===== config.mk =====
export PLATFORM = sky130hd
export DESIGN_NAME = sample_clock_export_router
export DESIGN_NICKNAME = d
export VERILOG_FILES = /design/src/hdl/scer_pkg.sv /design/src/hdl/sample_clock_export_router.sv
export VERILOG_INCLUDE_DIRS = /design/src /design/src/hdl
export SDC_FILE = /design/constraint.sdc
export NUM_CORES = 1
export LEC_CHECK = 0
export BUFFER_PORTS_ARGS = -buffer_cell sky130_fd_sc_hd__buf_2
export CAP_MARGIN = 25
export CORE_ASPECT_RATIO = 0.8
export CORE_MARGIN = 3
export CORE_UTILIZATION = 55
export DETAILED_ROUTE_END_ITERATION = 8
export PLACE_DENSITY = 0.9
export SYNTH_ARGS = -nofsm -noshare
export SYNTH_HDL_FRONTEND = slang
export SYNTH_SLANG_ARGS = --single-unit

===== constraint.sdc =====
create_clock -name clk -period 4.9 [get_ports clk]
set_input_delay 0.49 -clock clk [delete_from_list [all_inputs] [get_ports clk]]
set_output_delay 0.49 -clock clk [all_outputs]
set_load 0.1 [all_outputs]

===== src/hdl/scer_cfg.svh =====
// Offsets, field positions, reset values and timing counts of the router.
`ifndef SCER_CFG_SVH
`define SCER_CFG_SVH

// ----------------------------------------------------------------------
// Register offsets (byte addresses, one word each)
// ----------------------------------------------------------------------
`define SCER_ADDR_CTRL 8'h00
`define SCER_ADDR_STATUS 8'h04
`define SCER_ADDR_IRQ_STAT 8'h08
`define SCER_ADDR_IRQ_MASK 8'h0c
`define SCER_ADDR_EXP0 8'h10
`define SCER_ADDR_EXP1 8'h14
`define SCER_ADDR_REF_FREQ 8'h18

// ----------------------------------------------------------------------
// Control register fields (bits 0-3 write one to act and read back zero; bits 4-6 are held and read back)
// ----------------------------------------------------------------------
`define SCER_CTRL_COMMIT 0
`define SCER_CTRL_INITIATE 1
`define SCER_CTRL_ABORT 2
`define SCER_CTRL_CLR_ERR 3
`define SCER_CTRL_EXT_SEL 4
`define SCER_CTRL_PAT_EN 5
`define SCER_CTRL_REF_EN 6

// ----------------------------------------------------------------------
// Status and interrupt bit positions
// ----------------------------------------------------------------------
`define SCER_ST_RUNNING 0
`define SCER_ST_CLK_ERR 1
`define SCER_ST_CLK_OK 2
`define SCER_ST_COMMITTED 3
`define SCER_ST_REF_LOW 4
`define SCER_IRQ_CLK_ERR 0
`define SCER_IRQ_START 1
`define SCER_IRQ_START_FAIL 2

// ----------------------------------------------------------------------
// Export resource fields: source [1:0], dest [5:2], divisor [21:8]
// ----------------------------------------------------------------------
`define SCER_EXP_SRC_LSB 0
`define SCER_EXP_DST_LSB 2
`define SCER_EXP_DIV_LSB 8
`define SCER_EXP_RESET 32'h0000_0000

// ----------------------------------------------------------------------
// Reference frequency setting in MHz
// ----------------------------------------------------------------------
`define SCER_REF_MIN_MHZ 5'd1
`define SCER_REF_MAX_MHZ 5'd20
`define SCER_REF_SPEC_MHZ 5'd5
`define SCER_REF_RESET 5'd10

// ----------------------------------------------------------------------
// Clock supervision timing
// ----------------------------------------------------------------------
`define SCER_CLK_MHZ 25
`define SCER_WATCH_NS 400
`define SCER_WATCH_CYC ((`SCER_WATCH_NS * `SCER_CLK_MHZ) / 1000)
`define SCER_PERIOD_TOL 4'd1

`endif


===== src/hdl/scer_pkg.sv =====
// Types shared by the sample clock export router.
package scer_pkg;

    typedef enum logic [1:0] {
        SCER_SRC_OFF,
        SCER_SRC_SAMPLE,
        SCER_SRC_TIMEBASE,
        SCER_SRC_REFERENCE
    } scer_src_e;

    // Destinations 0..6: card trigger lines, 7: star, 8..9: function
    // pins, 10: digital port clock, 11: card line seven.
    typedef logic [3:0] scer_dst_t;

    typedef struct packed {
        scer_src_e src;
        scer_dst_t dst;
        logic [13:0] div;
    } scer_exp_s;

    typedef struct packed {
        logic [7:0] addr;
        logic [31:0] wdata;
        logic wr;
        logic rd;
    } scer_bus_s;

    typedef struct packed {
        logic [6:0] trig;
        logic star;
        logic [1:0] pin;
        logic portClk;
        logic lineSeven;
    } scer_pins_s;

endpackage : scer_pkg


===== src/hdl/sample_clock_export_router.sv =====
// Sample clock supervision, generation control and clock export routing.
//
// Local design decisions: the address map and the plain strobed port.
`include "scer_cfg.svh"

module sample_clock_export_router (
    // Clock and reset
    input wire logic clk,
    input wire logic rstn,
    // Register port
    input wire scer_pkg::scer_bus_s bus,
    output scer_pkg::scer_bus_s unusedBus,
    output logic [31:0] rdata,
    // Clock sources
    input wire logic extClk,
    input wire logic sampleTick,
    input wire logic timebaseTick,
    input wire logic refTick,
    input wire logic onboardRefTick,
    input wire logic onboardRefPresent,
    // Export pins
    output scer_pkg::scer_pins_s pinOut,
    output scer_pkg::scer_pins_s pinOe,
    // Generation state and interrupt
    output logic running,
    output logic irq
);
    import scer_pkg::*;

    // ------------------------------------------------------------------
    // Register state
    // ------------------------------------------------------------------
    logic extSel;
    logic patEn;
    logic refEn;
    logic [4:0] refMhz;
    scer_exp_s exp [2];
    logic clkErr;
    logic committed;
    logic [2:0] irqStat;
    logic [2:0] irqMask;
    logic [2:0] irqEvt;

    wire logic wrCtrl = bus.wr && bus.addr == `SCER_ADDR_CTRL;
    wire logic doCommit = wrCtrl && bus.wdata[`SCER_CTRL_COMMIT];
    wire logic doInit = wrCtrl && bus.wdata[`SCER_CTRL_INITIATE];
    wire logic doAbort = wrCtrl && bus.wdata[`SCER_CTRL_ABORT];
    wire logic doClear = wrCtrl && bus.wdata[`SCER_CTRL_CLR_ERR];

    assign unusedBus = '0;

    // ------------------------------------------------------------------
    // External clock synchroniser: three stages, rising edge when 2 is high and 3 is low
    // ------------------------------------------------------------------
    logic [2:0] extSync;
    always_ff @(posedge clk)
    begin
        if (!rstn)
            extSync <= 3'h0;
        else
            extSync <= {extSync[1:0], extClk};
    end
    wire logic extRise = extSync[1] && !extSync[2];

    // ------------------------------------------------------------------
    // Clock monitor: measures rise spacing, flags loss or period change.
    // Only periods within the window are measurable, which limits the
    // external rate the monitor can judge to above about 2.5 MHz.
    // ------------------------------------------------------------------
    localparam int WATCH = (`SCER_WATCH_CYC < 1) ? 1 : `SCER_WATCH_CYC;
    logic [3:0] gapCnt;
    logic [3:0] lastGap;
    logic haveGap;
    logic clkOk;
    logic clkBad;

    always_ff @(posedge clk)
    begin
        if (!rstn)
            gapCnt <= 4'h0;
        else if (extRise)
            gapCnt <= 4'h1;
        else if (gapCnt != 4'hf)
            gapCnt <= gapCnt + 4'h1;
    end

    always_comb
    begin
        clkBad = 1'b0;
        if (gapCnt >= 4'(WATCH))
            clkBad = 1'b1;
        else if (extRise && haveGap)
            clkBad = (gapCnt > lastGap + `SCER_PERIOD_TOL)
                || (gapCnt + `SCER_PERIOD_TOL < lastGap);
    end

    always_ff @(posedge clk)
    begin
        if (!rstn || gapCnt >= 4'(WATCH))
        begin
            lastGap <= 4'h0;
            haveGap <= 1'b0;
            clkOk <= 1'b0;
        end
        else if (extRise)
        begin
            lastGap <= gapCnt;
            haveGap <= 1'b1;
            clkOk <= haveGap && !clkBad;
        end
    end

    // ------------------------------------------------------------------
    // Commit, initiate and abort sequencing
    // ------------------------------------------------------------------
    wire logic needExt = extSel;
    wire logic extFault = needExt && (clkBad || !clkOk);
    wire logic startOk = doInit && committed && !clkErr && !extFault;

    // A commit with the external clock selected but not running is refused as an error.
    always_ff @(posedge clk)
    begin
        if (!rstn)
            committed <= 1'b0;
        else if (doCommit)
            committed <= !extFault;
        else if (bus.wr && bus.addr != `SCER_ADDR_CTRL
                && bus.addr != `SCER_ADDR_IRQ_MASK && !running)
            committed <= 1'b0;
        else if (doInit && !clkErr && !extFault)
            committed <= 1'b1;
    end

    always_ff @(posedge clk)
    begin
        if (!rstn)
            clkErr <= 1'b0;
        else if ((running && extFault)
                || ((doCommit || doInit) && extFault))
            clkErr <= 1'b1;
        else if (doClear)
            clkErr <= 1'b0;
    end

    always_ff @(posedge clk)
    begin
        if (!rstn)
            running <= 1'b0;
        else if (doAbort || (running && extFault))
            running <= 1'b0;
        else if (startOk || (doInit && !committed && !clkErr
                && !extFault))
            running <= 1'b1;
    end

    // ------------------------------------------------------------------
    // Configuration registers
    // ------------------------------------------------------------------
    always_ff @(posedge clk)
    begin
        if (!rstn)
        begin
            extSel <= 1'b0;
            patEn <= 1'b0;
            refEn <= 1'b0;
        end
        else if (wrCtrl)
        begin
            if (!running)
                extSel <= bus.wdata[`SCER_CTRL_EXT_SEL];
            patEn <= bus.wdata[`SCER_CTRL_PAT_EN];
            refEn <= bus.wdata[`SCER_CTRL_REF_EN];
        end
    end

    always_ff @(posedge clk)
    begin
        if (!rstn)
            refMhz <= `SCER_REF_RESET;
        else if (bus.wr && bus.addr == `SCER_ADDR_REF_FREQ
                && bus.wdata[4:0] >= `SCER_REF_MIN_MHZ
                && bus.wdata[4:0] <= `SCER_REF_MAX_MHZ
                && bus.wdata[31:5] == 27'h0)
            refMhz <= bus.wdata[4:0];
    end

    // Pairings that the hardware cannot make are refused at write time.
    function automatic logic pairLegal(input logic [31:0] w);
        logic [1:0] s;
        logic [3:0] d;
        s = w[`SCER_EXP_DST_LSB-1:`SCER_EXP_SRC_LSB];
        d = w[`SCER_EXP_DST_LSB+3:`SCER_EXP_DST_LSB];
        pairLegal = 1'b1;
        if (s == 2'(SCER_SRC_OFF))
            pairLegal = 1'b1;
        else if (d == 4'hb)
            pairLegal = 1'b0;
        else if (d == 4'ha)
            pairLegal = s != 2'(SCER_SRC_REFERENCE);
        else if (d > 4'hb)
            pairLegal = 1'b0;
        else if (s != 2'(SCER_SRC_OFF)
                && w[`SCER_EXP_DIV_LSB+13:`SCER_EXP_DIV_LSB] == 14'h1)
            pairLegal = 1'b0;
    endfunction : pairLegal

    // Writing source off with line seven selects the onboard reference.
    function automatic logic isLineSeven(input scer_exp_s e);
        isLineSeven = e.src == SCER_SRC_OFF && e.dst == 4'hb;
    endfunction : isLineSeven

    genvar g;
    generate
        for (g = 0; g < 2; g++)
        begin : gExp
            localparam logic [7:0] ADDR = g == 0 ? `SCER_ADDR_EXP0
                : `SCER_ADDR_EXP1;
            always_ff @(posedge clk)
            begin
                if (!rstn)
                    exp[g] <= scer_exp_s'(`SCER_EXP_RESET);
                else if (bus.wr && bus.addr == ADDR
                        && pairLegal(bus.wdata))
                    exp[g] <= scer_exp_s'({
                        bus.wdata[`SCER_EXP_DST_LSB-1:0],
                        bus.wdata[`SCER_EXP_DST_LSB+3:`SCER_EXP_DST_LSB],
                        bus.wdata[`SCER_EXP_DIV_LSB+13:`SCER_EXP_DIV_LSB]
                    });
            end
        end
    endgenerate

    // ------------------------------------------------------------------
    // Export dividers: a divisor of 0 or 1 passes the tick undivided
    // ------------------------------------------------------------------
    logic [1:0] srcTick;
    logic [1:0] divOut;
    logic [1:0] directOut;
    logic [13:0] divCnt [2];

    generate
        for (g = 0; g < 2; g++)
        begin : gDiv
            always_comb
            begin
                case (exp[g].src)
                    SCER_SRC_SAMPLE: srcTick[g] = sampleTick;
                    SCER_SRC_TIMEBASE: srcTick[g] = timebaseTick;
                    SCER_SRC_REFERENCE:
                        srcTick[g] = refEn && refTick;
                    default: srcTick[g] = 1'b0;
                endcase
            end
            always_ff @(posedge clk)
            begin
                if (!rstn || exp[g].src == SCER_SRC_OFF)
                begin
                    divCnt[g] <= 14'h0;
                    divOut[g] <= 1'b0;
                    directOut[g] <= 1'b0;
                end
                else
                begin
                    directOut[g] <= srcTick[g];
                    if (exp[g].div < 14'h2)
                        divOut[g] <= srcTick[g];
                    else if (srcTick[g])
                    begin
                        if (divCnt[g] >= exp[g].div - 14'h1)
                        begin
                            divCnt[g] <= 14'h0;
                            divOut[g] <= 1'b1;
                        end
                        else
                        begin
                            divCnt[g] <= divCnt[g] + 14'h1;
                            divOut[g] <= 1'b0;
                        end
                    end
                    else
                        divOut[g] <= 1'b0;
                end
            end
        end
    endgenerate

    // ------------------------------------------------------------------
    // Destination routing; resource 0 wins if both pick one destination
    // ------------------------------------------------------------------
    scer_pins_s next_pinOut;
    scer_pins_s next_pinOe;

    always_comb
    begin
        next_pinOut = '0;
        next_pinOe = '0;
        for (int r = 1; r >= 0; r--)
        begin
            if (exp[r].src != SCER_SRC_OFF
                    && (exp[r].src != SCER_SRC_REFERENCE || refEn))
            begin
                if (exp[r].dst < 4'h7)
                begin
                    next_pinOut.trig[exp[r].dst[2:0]] = divOut[r];
                    next_pinOe.trig[exp[r].dst[2:0]] = 1'b1;
                end
                else if (exp[r].dst == 4'h7)
                begin
                    next_pinOut.star = divOut[r];
                    next_pinOe.star = 1'b1;
                end
                else if (exp[r].dst < 4'ha)
                begin
                    next_pinOut.pin[exp[r].dst[0]] = divOut[r];
                    next_pinOe.pin[exp[r].dst[0]] = 1'b1;
                end
                else if (exp[r].dst == 4'ha && patEn)
                begin
                    next_pinOut.portClk = directOut[r];
                    next_pinOe.portClk = 1'b1;
                end
            end
            else if (isLineSeven(exp[r]) && onboardRefPresent)
            begin
                next_pinOut.lineSeven = onboardRefTick;
                next_pinOe.lineSeven = 1'b1;
            end
        end
    end

    always_ff @(posedge clk)
    begin
        if (!rstn)
        begin
            pinOut <= '0;
            pinOe <= '0;
        end
        else
        begin
            pinOut <= next_pinOut;
            pinOe <= next_pinOe;
        end
    end

    // ------------------------------------------------------------------
    // Interrupts: sticky, cleared by reading, set wins over the clear
    // ------------------------------------------------------------------
    assign irqEvt = {doInit && !startOk && !(doInit && !committed
            && !clkErr && !extFault), running == 1'b0
            && (startOk || (doInit && !committed && !clkErr
            && !extFault)), !clkErr && ((running && extFault)
            || ((doCommit || doInit) && extFault))};

    always_ff @(posedge clk)
    begin
        if (!rstn)
            irqStat <= 3'h0;
        else if (bus.rd && bus.addr == `SCER_ADDR_IRQ_STAT)
            irqStat <= irqEvt;
        else
            irqStat <= irqStat | irqEvt;
    end

    always_ff @(posedge clk)
    begin
        if (!rstn)
            irqMask <= 3'h0;
        else if (bus.wr && bus.addr == `SCER_ADDR_IRQ_MASK)
            irqMask <= bus.wdata[2:0];
    end

    assign irq = |(irqStat & irqMask);

    // ------------------------------------------------------------------
    // Read data, one cycle after the strobe; unmapped reads return zero
    // ------------------------------------------------------------------
    always_ff @(posedge clk)
    begin
        if (!rstn || !bus.rd)
            rdata <= 32'h0;
        else
        begin
            case (bus.addr)
                `SCER_ADDR_CTRL:
                    rdata <= 32'({refEn, patEn, extSel, 4'h0});
                `SCER_ADDR_STATUS:
                    rdata <= 32'({refMhz < `SCER_REF_SPEC_MHZ, committed,
                        clkOk, clkErr, running});
                `SCER_ADDR_IRQ_STAT: rdata <= 32'(irqStat);
                `SCER_ADDR_IRQ_MASK: rdata <= 32'(irqMask);
                `SCER_ADDR_EXP0:
                    rdata <= 32'({exp[0].div, 2'h0, exp[0].dst,
                        exp[0].src});
                `SCER_ADDR_EXP1:
                    rdata <= 32'({exp[1].div, 2'h0, exp[1].dst,
                        exp[1].src});
                `SCER_ADDR_REF_FREQ: rdata <= 32'(refMhz);
                default: rdata <= 32'h0;
            endcase
        end
    end

endmodule : sample_clock_export_router


After elaboration in Yosys (flattened, before gate mapping) --
Memories as Yosys holds them, arrays and structs flattened. Cells that the tools add are included.
Word-level totals: register bits after elaboration 90, RAM bits 68, bits of input ports 50, output and inout port bits 100, logic and storage cells 298, memories 2
Cells by class: add/sub/neg operators 6, order comparisons 23, eq/ne operators 26, mux-type cells 108, bitwise operators 14, reduce and logical (&&, ||, !) cells 89
Memories:
- exp | words 2, width 20, read ports 2, clocked after memory_dff 0, write ports 2, line sample_clock_export_router.sv:37 | scer_exp_s exp [2];
- divCnt | words 2, width 14, read ports 2, clocked after memory_dff 0, write ports 2, line sample_clock_export_router.sv:239 | logic [13:0] divCnt [2];
Operator list (number):
- case mux 22 bit (7 select lines) | 1
- 2-to-1 mux 1 bit | 72
- 2-to-1 mux 14 bit | 4
- logical AND 1 bit | 50
- 2-to-1 mux 11 bit | 4
- 2-to-1 mux 20 bit | 2
- adder 14 x 1 -> 14 bit, second input constant | 2
- greater-or-equal comparator 14 bit | 2
- less-than comparator 14 x 2 -> 1 bit, second input constant | 2
- 2-to-1 mux 7 bit | 4
- subtractor 14 x 1 -> 14 bit, second input constant | 2
- zero test 27 bit | 1
- == test 4 bit, second input constant | 6
- == test 8 x 5 -> 1 bit, second input constant | 3
- == test 8 x 4 -> 1 bit, second input constant | 2
- 2-to-1 mux 4 bit | 4
- 2-to-1 mux 3 bit | 5
- == test 14 x 1 -> 1 bit, second input constant | 1
- logical OR 1 bit | 12
- zero test 1 bit | 11
- nonzero test 2 bit | 5
- adder 4 x 1 -> 4 bit, second input constant | 2
- == test 2 bit, second input constant | 4
- == test 4 x 3 -> 1 bit, second input constant | 2
- 39 further kinds | 63

Longest topological paths before layout --
An unclocked memory read counts as a cell.
depth in word-level cells 15, depth in mapped cells 14, mapped depth without buffers 13

Least setup slack after synthesis --
No wires, ideal clock.
path kind in2reg, start point input port bus[4] (netlist name), end point memory exp[0][0] (netlist name) (enable), library setup time 425 ps, arrival 2954 ps, required time 4475 ps, path slack 1521 ps, stages 6, path buffers 1, cells stage by stage clkbuf_1 > o21a_1 > o221ai_1 > o21ai_2 > or2_2 > o21ai_0
RTL lines:
- start, declared | line sample_clock_export_router.sv:11 | input wire scer_pkg::scer_bus_s bus,
- end, declared | line sample_clock_export_router.sv:37

==> results.ini <==
[run_status]
status = finished, final reports clean

[global_route]
antenna_found_initial = 0
grt_max_degree = 30
track_usage_pct = 24.52
grt_pass1_wl_mm = 31.85
grt_pass1_vias = 6491
overflow = 0

[power_and_ir_drop]
vdd.ir_drop.worst_mv = 0.3008
power_density_mw_per_mm2 = 348.3
p_leak_nw = 3.681

[timing]
hold_viol = 0
fin_crit_ps = 3656
setup_ws_ps = 1244
drv_slew = 0
clock_skew_ps = 12.13
setup-violations-final = 0
tightestPinTransition_ps = 1010
rsz0062_at_grt = no
slew_headroom_pct = 32.06
setup-tns-final_ps = 0
fin_crit_sh_pct = 74.62
fmax_ghz = 0.2735

[placement]
dpl-instance-area_mm2 = 0.008582
dpl.hpwl_mm = 14.40
dp_slack_ps = 1478
portBuffers = 96
place_congestion = 0.9296

[critical_path]
start_kind = register
critPathCaptureType = register
path_buf_inv = 1
cpPeakStageDelay_ps = 770
crit_type = register to register
cp_data_arrival_time_ps = 3820
crit_slowest_cell = nor4_1
r2r_cells = 11
crit_fanout = 14
crit_family = simple AND/OR/NAND/NOR gates
cp.required_ps = 5060
crit_chain = inv_1 -> ha_1 -> nand2b_1 -> nor4_1 -> nand2_1 -> xor2_1 -> ha_1 -> nand4_1 -> nor4_1 -> a211o_1 -> nor2_1
crit_cells = 11

[synth]
yosysMostFrequentCell = nand2_1
synth_top_area_share_pct = 25.09
yosysTopAreaCell = edfxtp_1
synthTopCellsByArea = edfxtp_1 (25%), dfxtp_1 (19%), ha_1 (6.6%), buf_4 (5.0%), nand2_1 (3.8%)
ys_warn_count = 0
async_flop_share_pct = 0
synth_seq_cells = 147
ys_types = 67
ys_seq_area_share_pct = 44.52
synth_edf_count = 68
synth_common_cells = nand2_1 (83), dfxtp_1 (79), nor2_1 (74)
ys.flop_type = dfxtp_1
postSynthCellCount = 849
avgSynthCellArea_um2 = 9.587
synth_area_mm2 = 0.008139

[min_path]
hp-class = primary input to register
min_path_cells = 2

[routing]
drt-vias-per-instance = 5.890
drt_iter0_markers = 865
routedWlPerCell_um = 17.45
drtPass1Iterations = 6
wl_mm = 19.95
num_vias = 6732
remaining_drc_errors = 0
drtAntennaViolNets = 0

[finish]
layout.nets = 1039
drive_gt1_share_pct = 15.22
final_cell_area_mm2 = 0.009200
syn_to_final_growth_pct = 13.04
insertedDiodeCount = 0

[clock_tree]
cts_sinks = 147
cts_resized = 0
clock-root-buffer = clkbuf_16
cts_tree = done
holdBufCountCts = 0
clk_latency_ps = 430
cts_max_level = 4
cts_buffers = 17
clkTransAtPathRegs_ps = 60
cts_buffer_depth = 2
post_cts_buffers = 0

[floorplan]
ioPinCount = 150
row_count = 39
die_y_um = 114.8
die_area_mm2 = 0.01630
coreArea_mm2 = 0.01440
start_util_pct = 56.54
fp.dieW_um = 142.0

[run]
max_cap_violations = 0

==> cells by family (layout without fill, tap and decap cells) <==
family	count (synthesis)	in the layout	share of synthesized area, %
other cells	1	53	0.04607
compound gates	119	119	9.900
mux	21	21	2.629
flops	147	147	44.52
fa+ha+maj	43	43	6.610
buf+inv	100	158	7.256
xor+xnor	52	52	5.596
simple gates	366	366	23.44
==> path summary, 6_finish.rpt <==
path	startpoint	to	slack, ps
worst max register to register	exp[1][0]	divCnt[1][11]	1240
worst min-delay path	extClk	extSync[0]	260
worst max-delay path	exp[1][0]	divCnt[1][11]	1240
worst min register to register	directOut[0]	pinOut[1]	460
==> state kept, by name, summed over array words and instances (netlist names), 3 cells and up <==
register / cells
irqStat: 3
exp: 40
gapCnt: 4
rdata: 21
refMhz: 5
lastGap: 4
pinOe: 12
divCnt: 28
extSync: 3
pinOut: 12
irqMask: 3
==> stage by stage <==
| stage | hold slack [ps] | util, % | std cells | total power (W) |
|---|---|---|---|---|
| floorplan | 411.9 | - | 901 | 0.001791 |
| global placement | 435.0 | 59.57 | 1110 | 0.001839 |
| detailed placement | 457.8 | 59.62 | 1111 | 0.001854 |
| CTS | 254.7 | 63.91 | 1143 | 0.003203 |
| global route | 254.8 | 63.91 | 1143 | 0.003300 |
| finish | 264.1 | 63.91 | 1143 | 0.003204 |
==> per-layer routing <==
metal | vias to the layer above | routed length (µm) | global-route usage, %
li1 | 3130 | - | -
met1 | 3112 | 8349 | 33.69
met2 | 437 | 8944 | 37.66
met3 | 53 | 2161 | 6.279
met4 | 0 | 490 | 9.271
met5 | - | 0 | 0
==> area by class of cell <==
cell class	instances	area [µm²]
fillers	1104	5195
multi-input cells	654	4120
flip-flops and latches	147	3623
repair buffers	100	510.5
clock buffers	20	436.7
well taps	184	230.2
clock inverters	12	181.4
inverters	26	97.59
==> cell usage in the layout, fill, tap and decap left out, types with 4 or more instances in the layout <==
| master | synthesis | final |
|---|---|---|
| o21ai_0 | 14 | 12 |
| a31oi_1 | 6 | 6 |
| a22oi_1 | 17 | 17 |
| nor4_1 | 15 | 15 |
| buf_4 | 54 | 4 |
| nand4_1 | 14 | 14 |
| clkinvlp_4 | 0 | 4 |
| mux2i_1 | 18 | 18 |
| nand3b_1 | 7 | 7 |
| nor3_1 | 33 | 33 |
| nor3b_1 | 8 | 8 |
| inv_1 | 26 | 26 |
| o21a_1 | 6 | 6 |
| ha_1 | 43 | 43 |
| and2_1 | 44 | 44 |
| nand3_1 | 37 | 37 |
| clkbuf_16 | 0 | 17 |
| xnor2_1 | 30 | 30 |
| dfxtp_1 | 79 | 79 |
| edfxtp_1 | 68 | 68 |
| nor2_1 | 74 | 74 |
| and3_1 | 11 | 11 |
| a21oi_1 | 42 | 42 |
| bufinv_16 | 0 | 4 |
| nand2_1 | 83 | 83 |
| buf_2 | 3 | 96 |
| nor2b_1 | 11 | 11 |
| xor2_1 | 22 | 22 |
| nand2b_1 | 6 | 6 |
| conb_1 | 1 | 53 |
==> report_power, final <==
group	switching, W	internal, W	total [W]
clock	0.000509	0.000854	0.00136
combinational	0.000346	0.000102	0.000448
sequential	0.0000636	0.00133	0.00139
(Power assumes the default switching activity.)
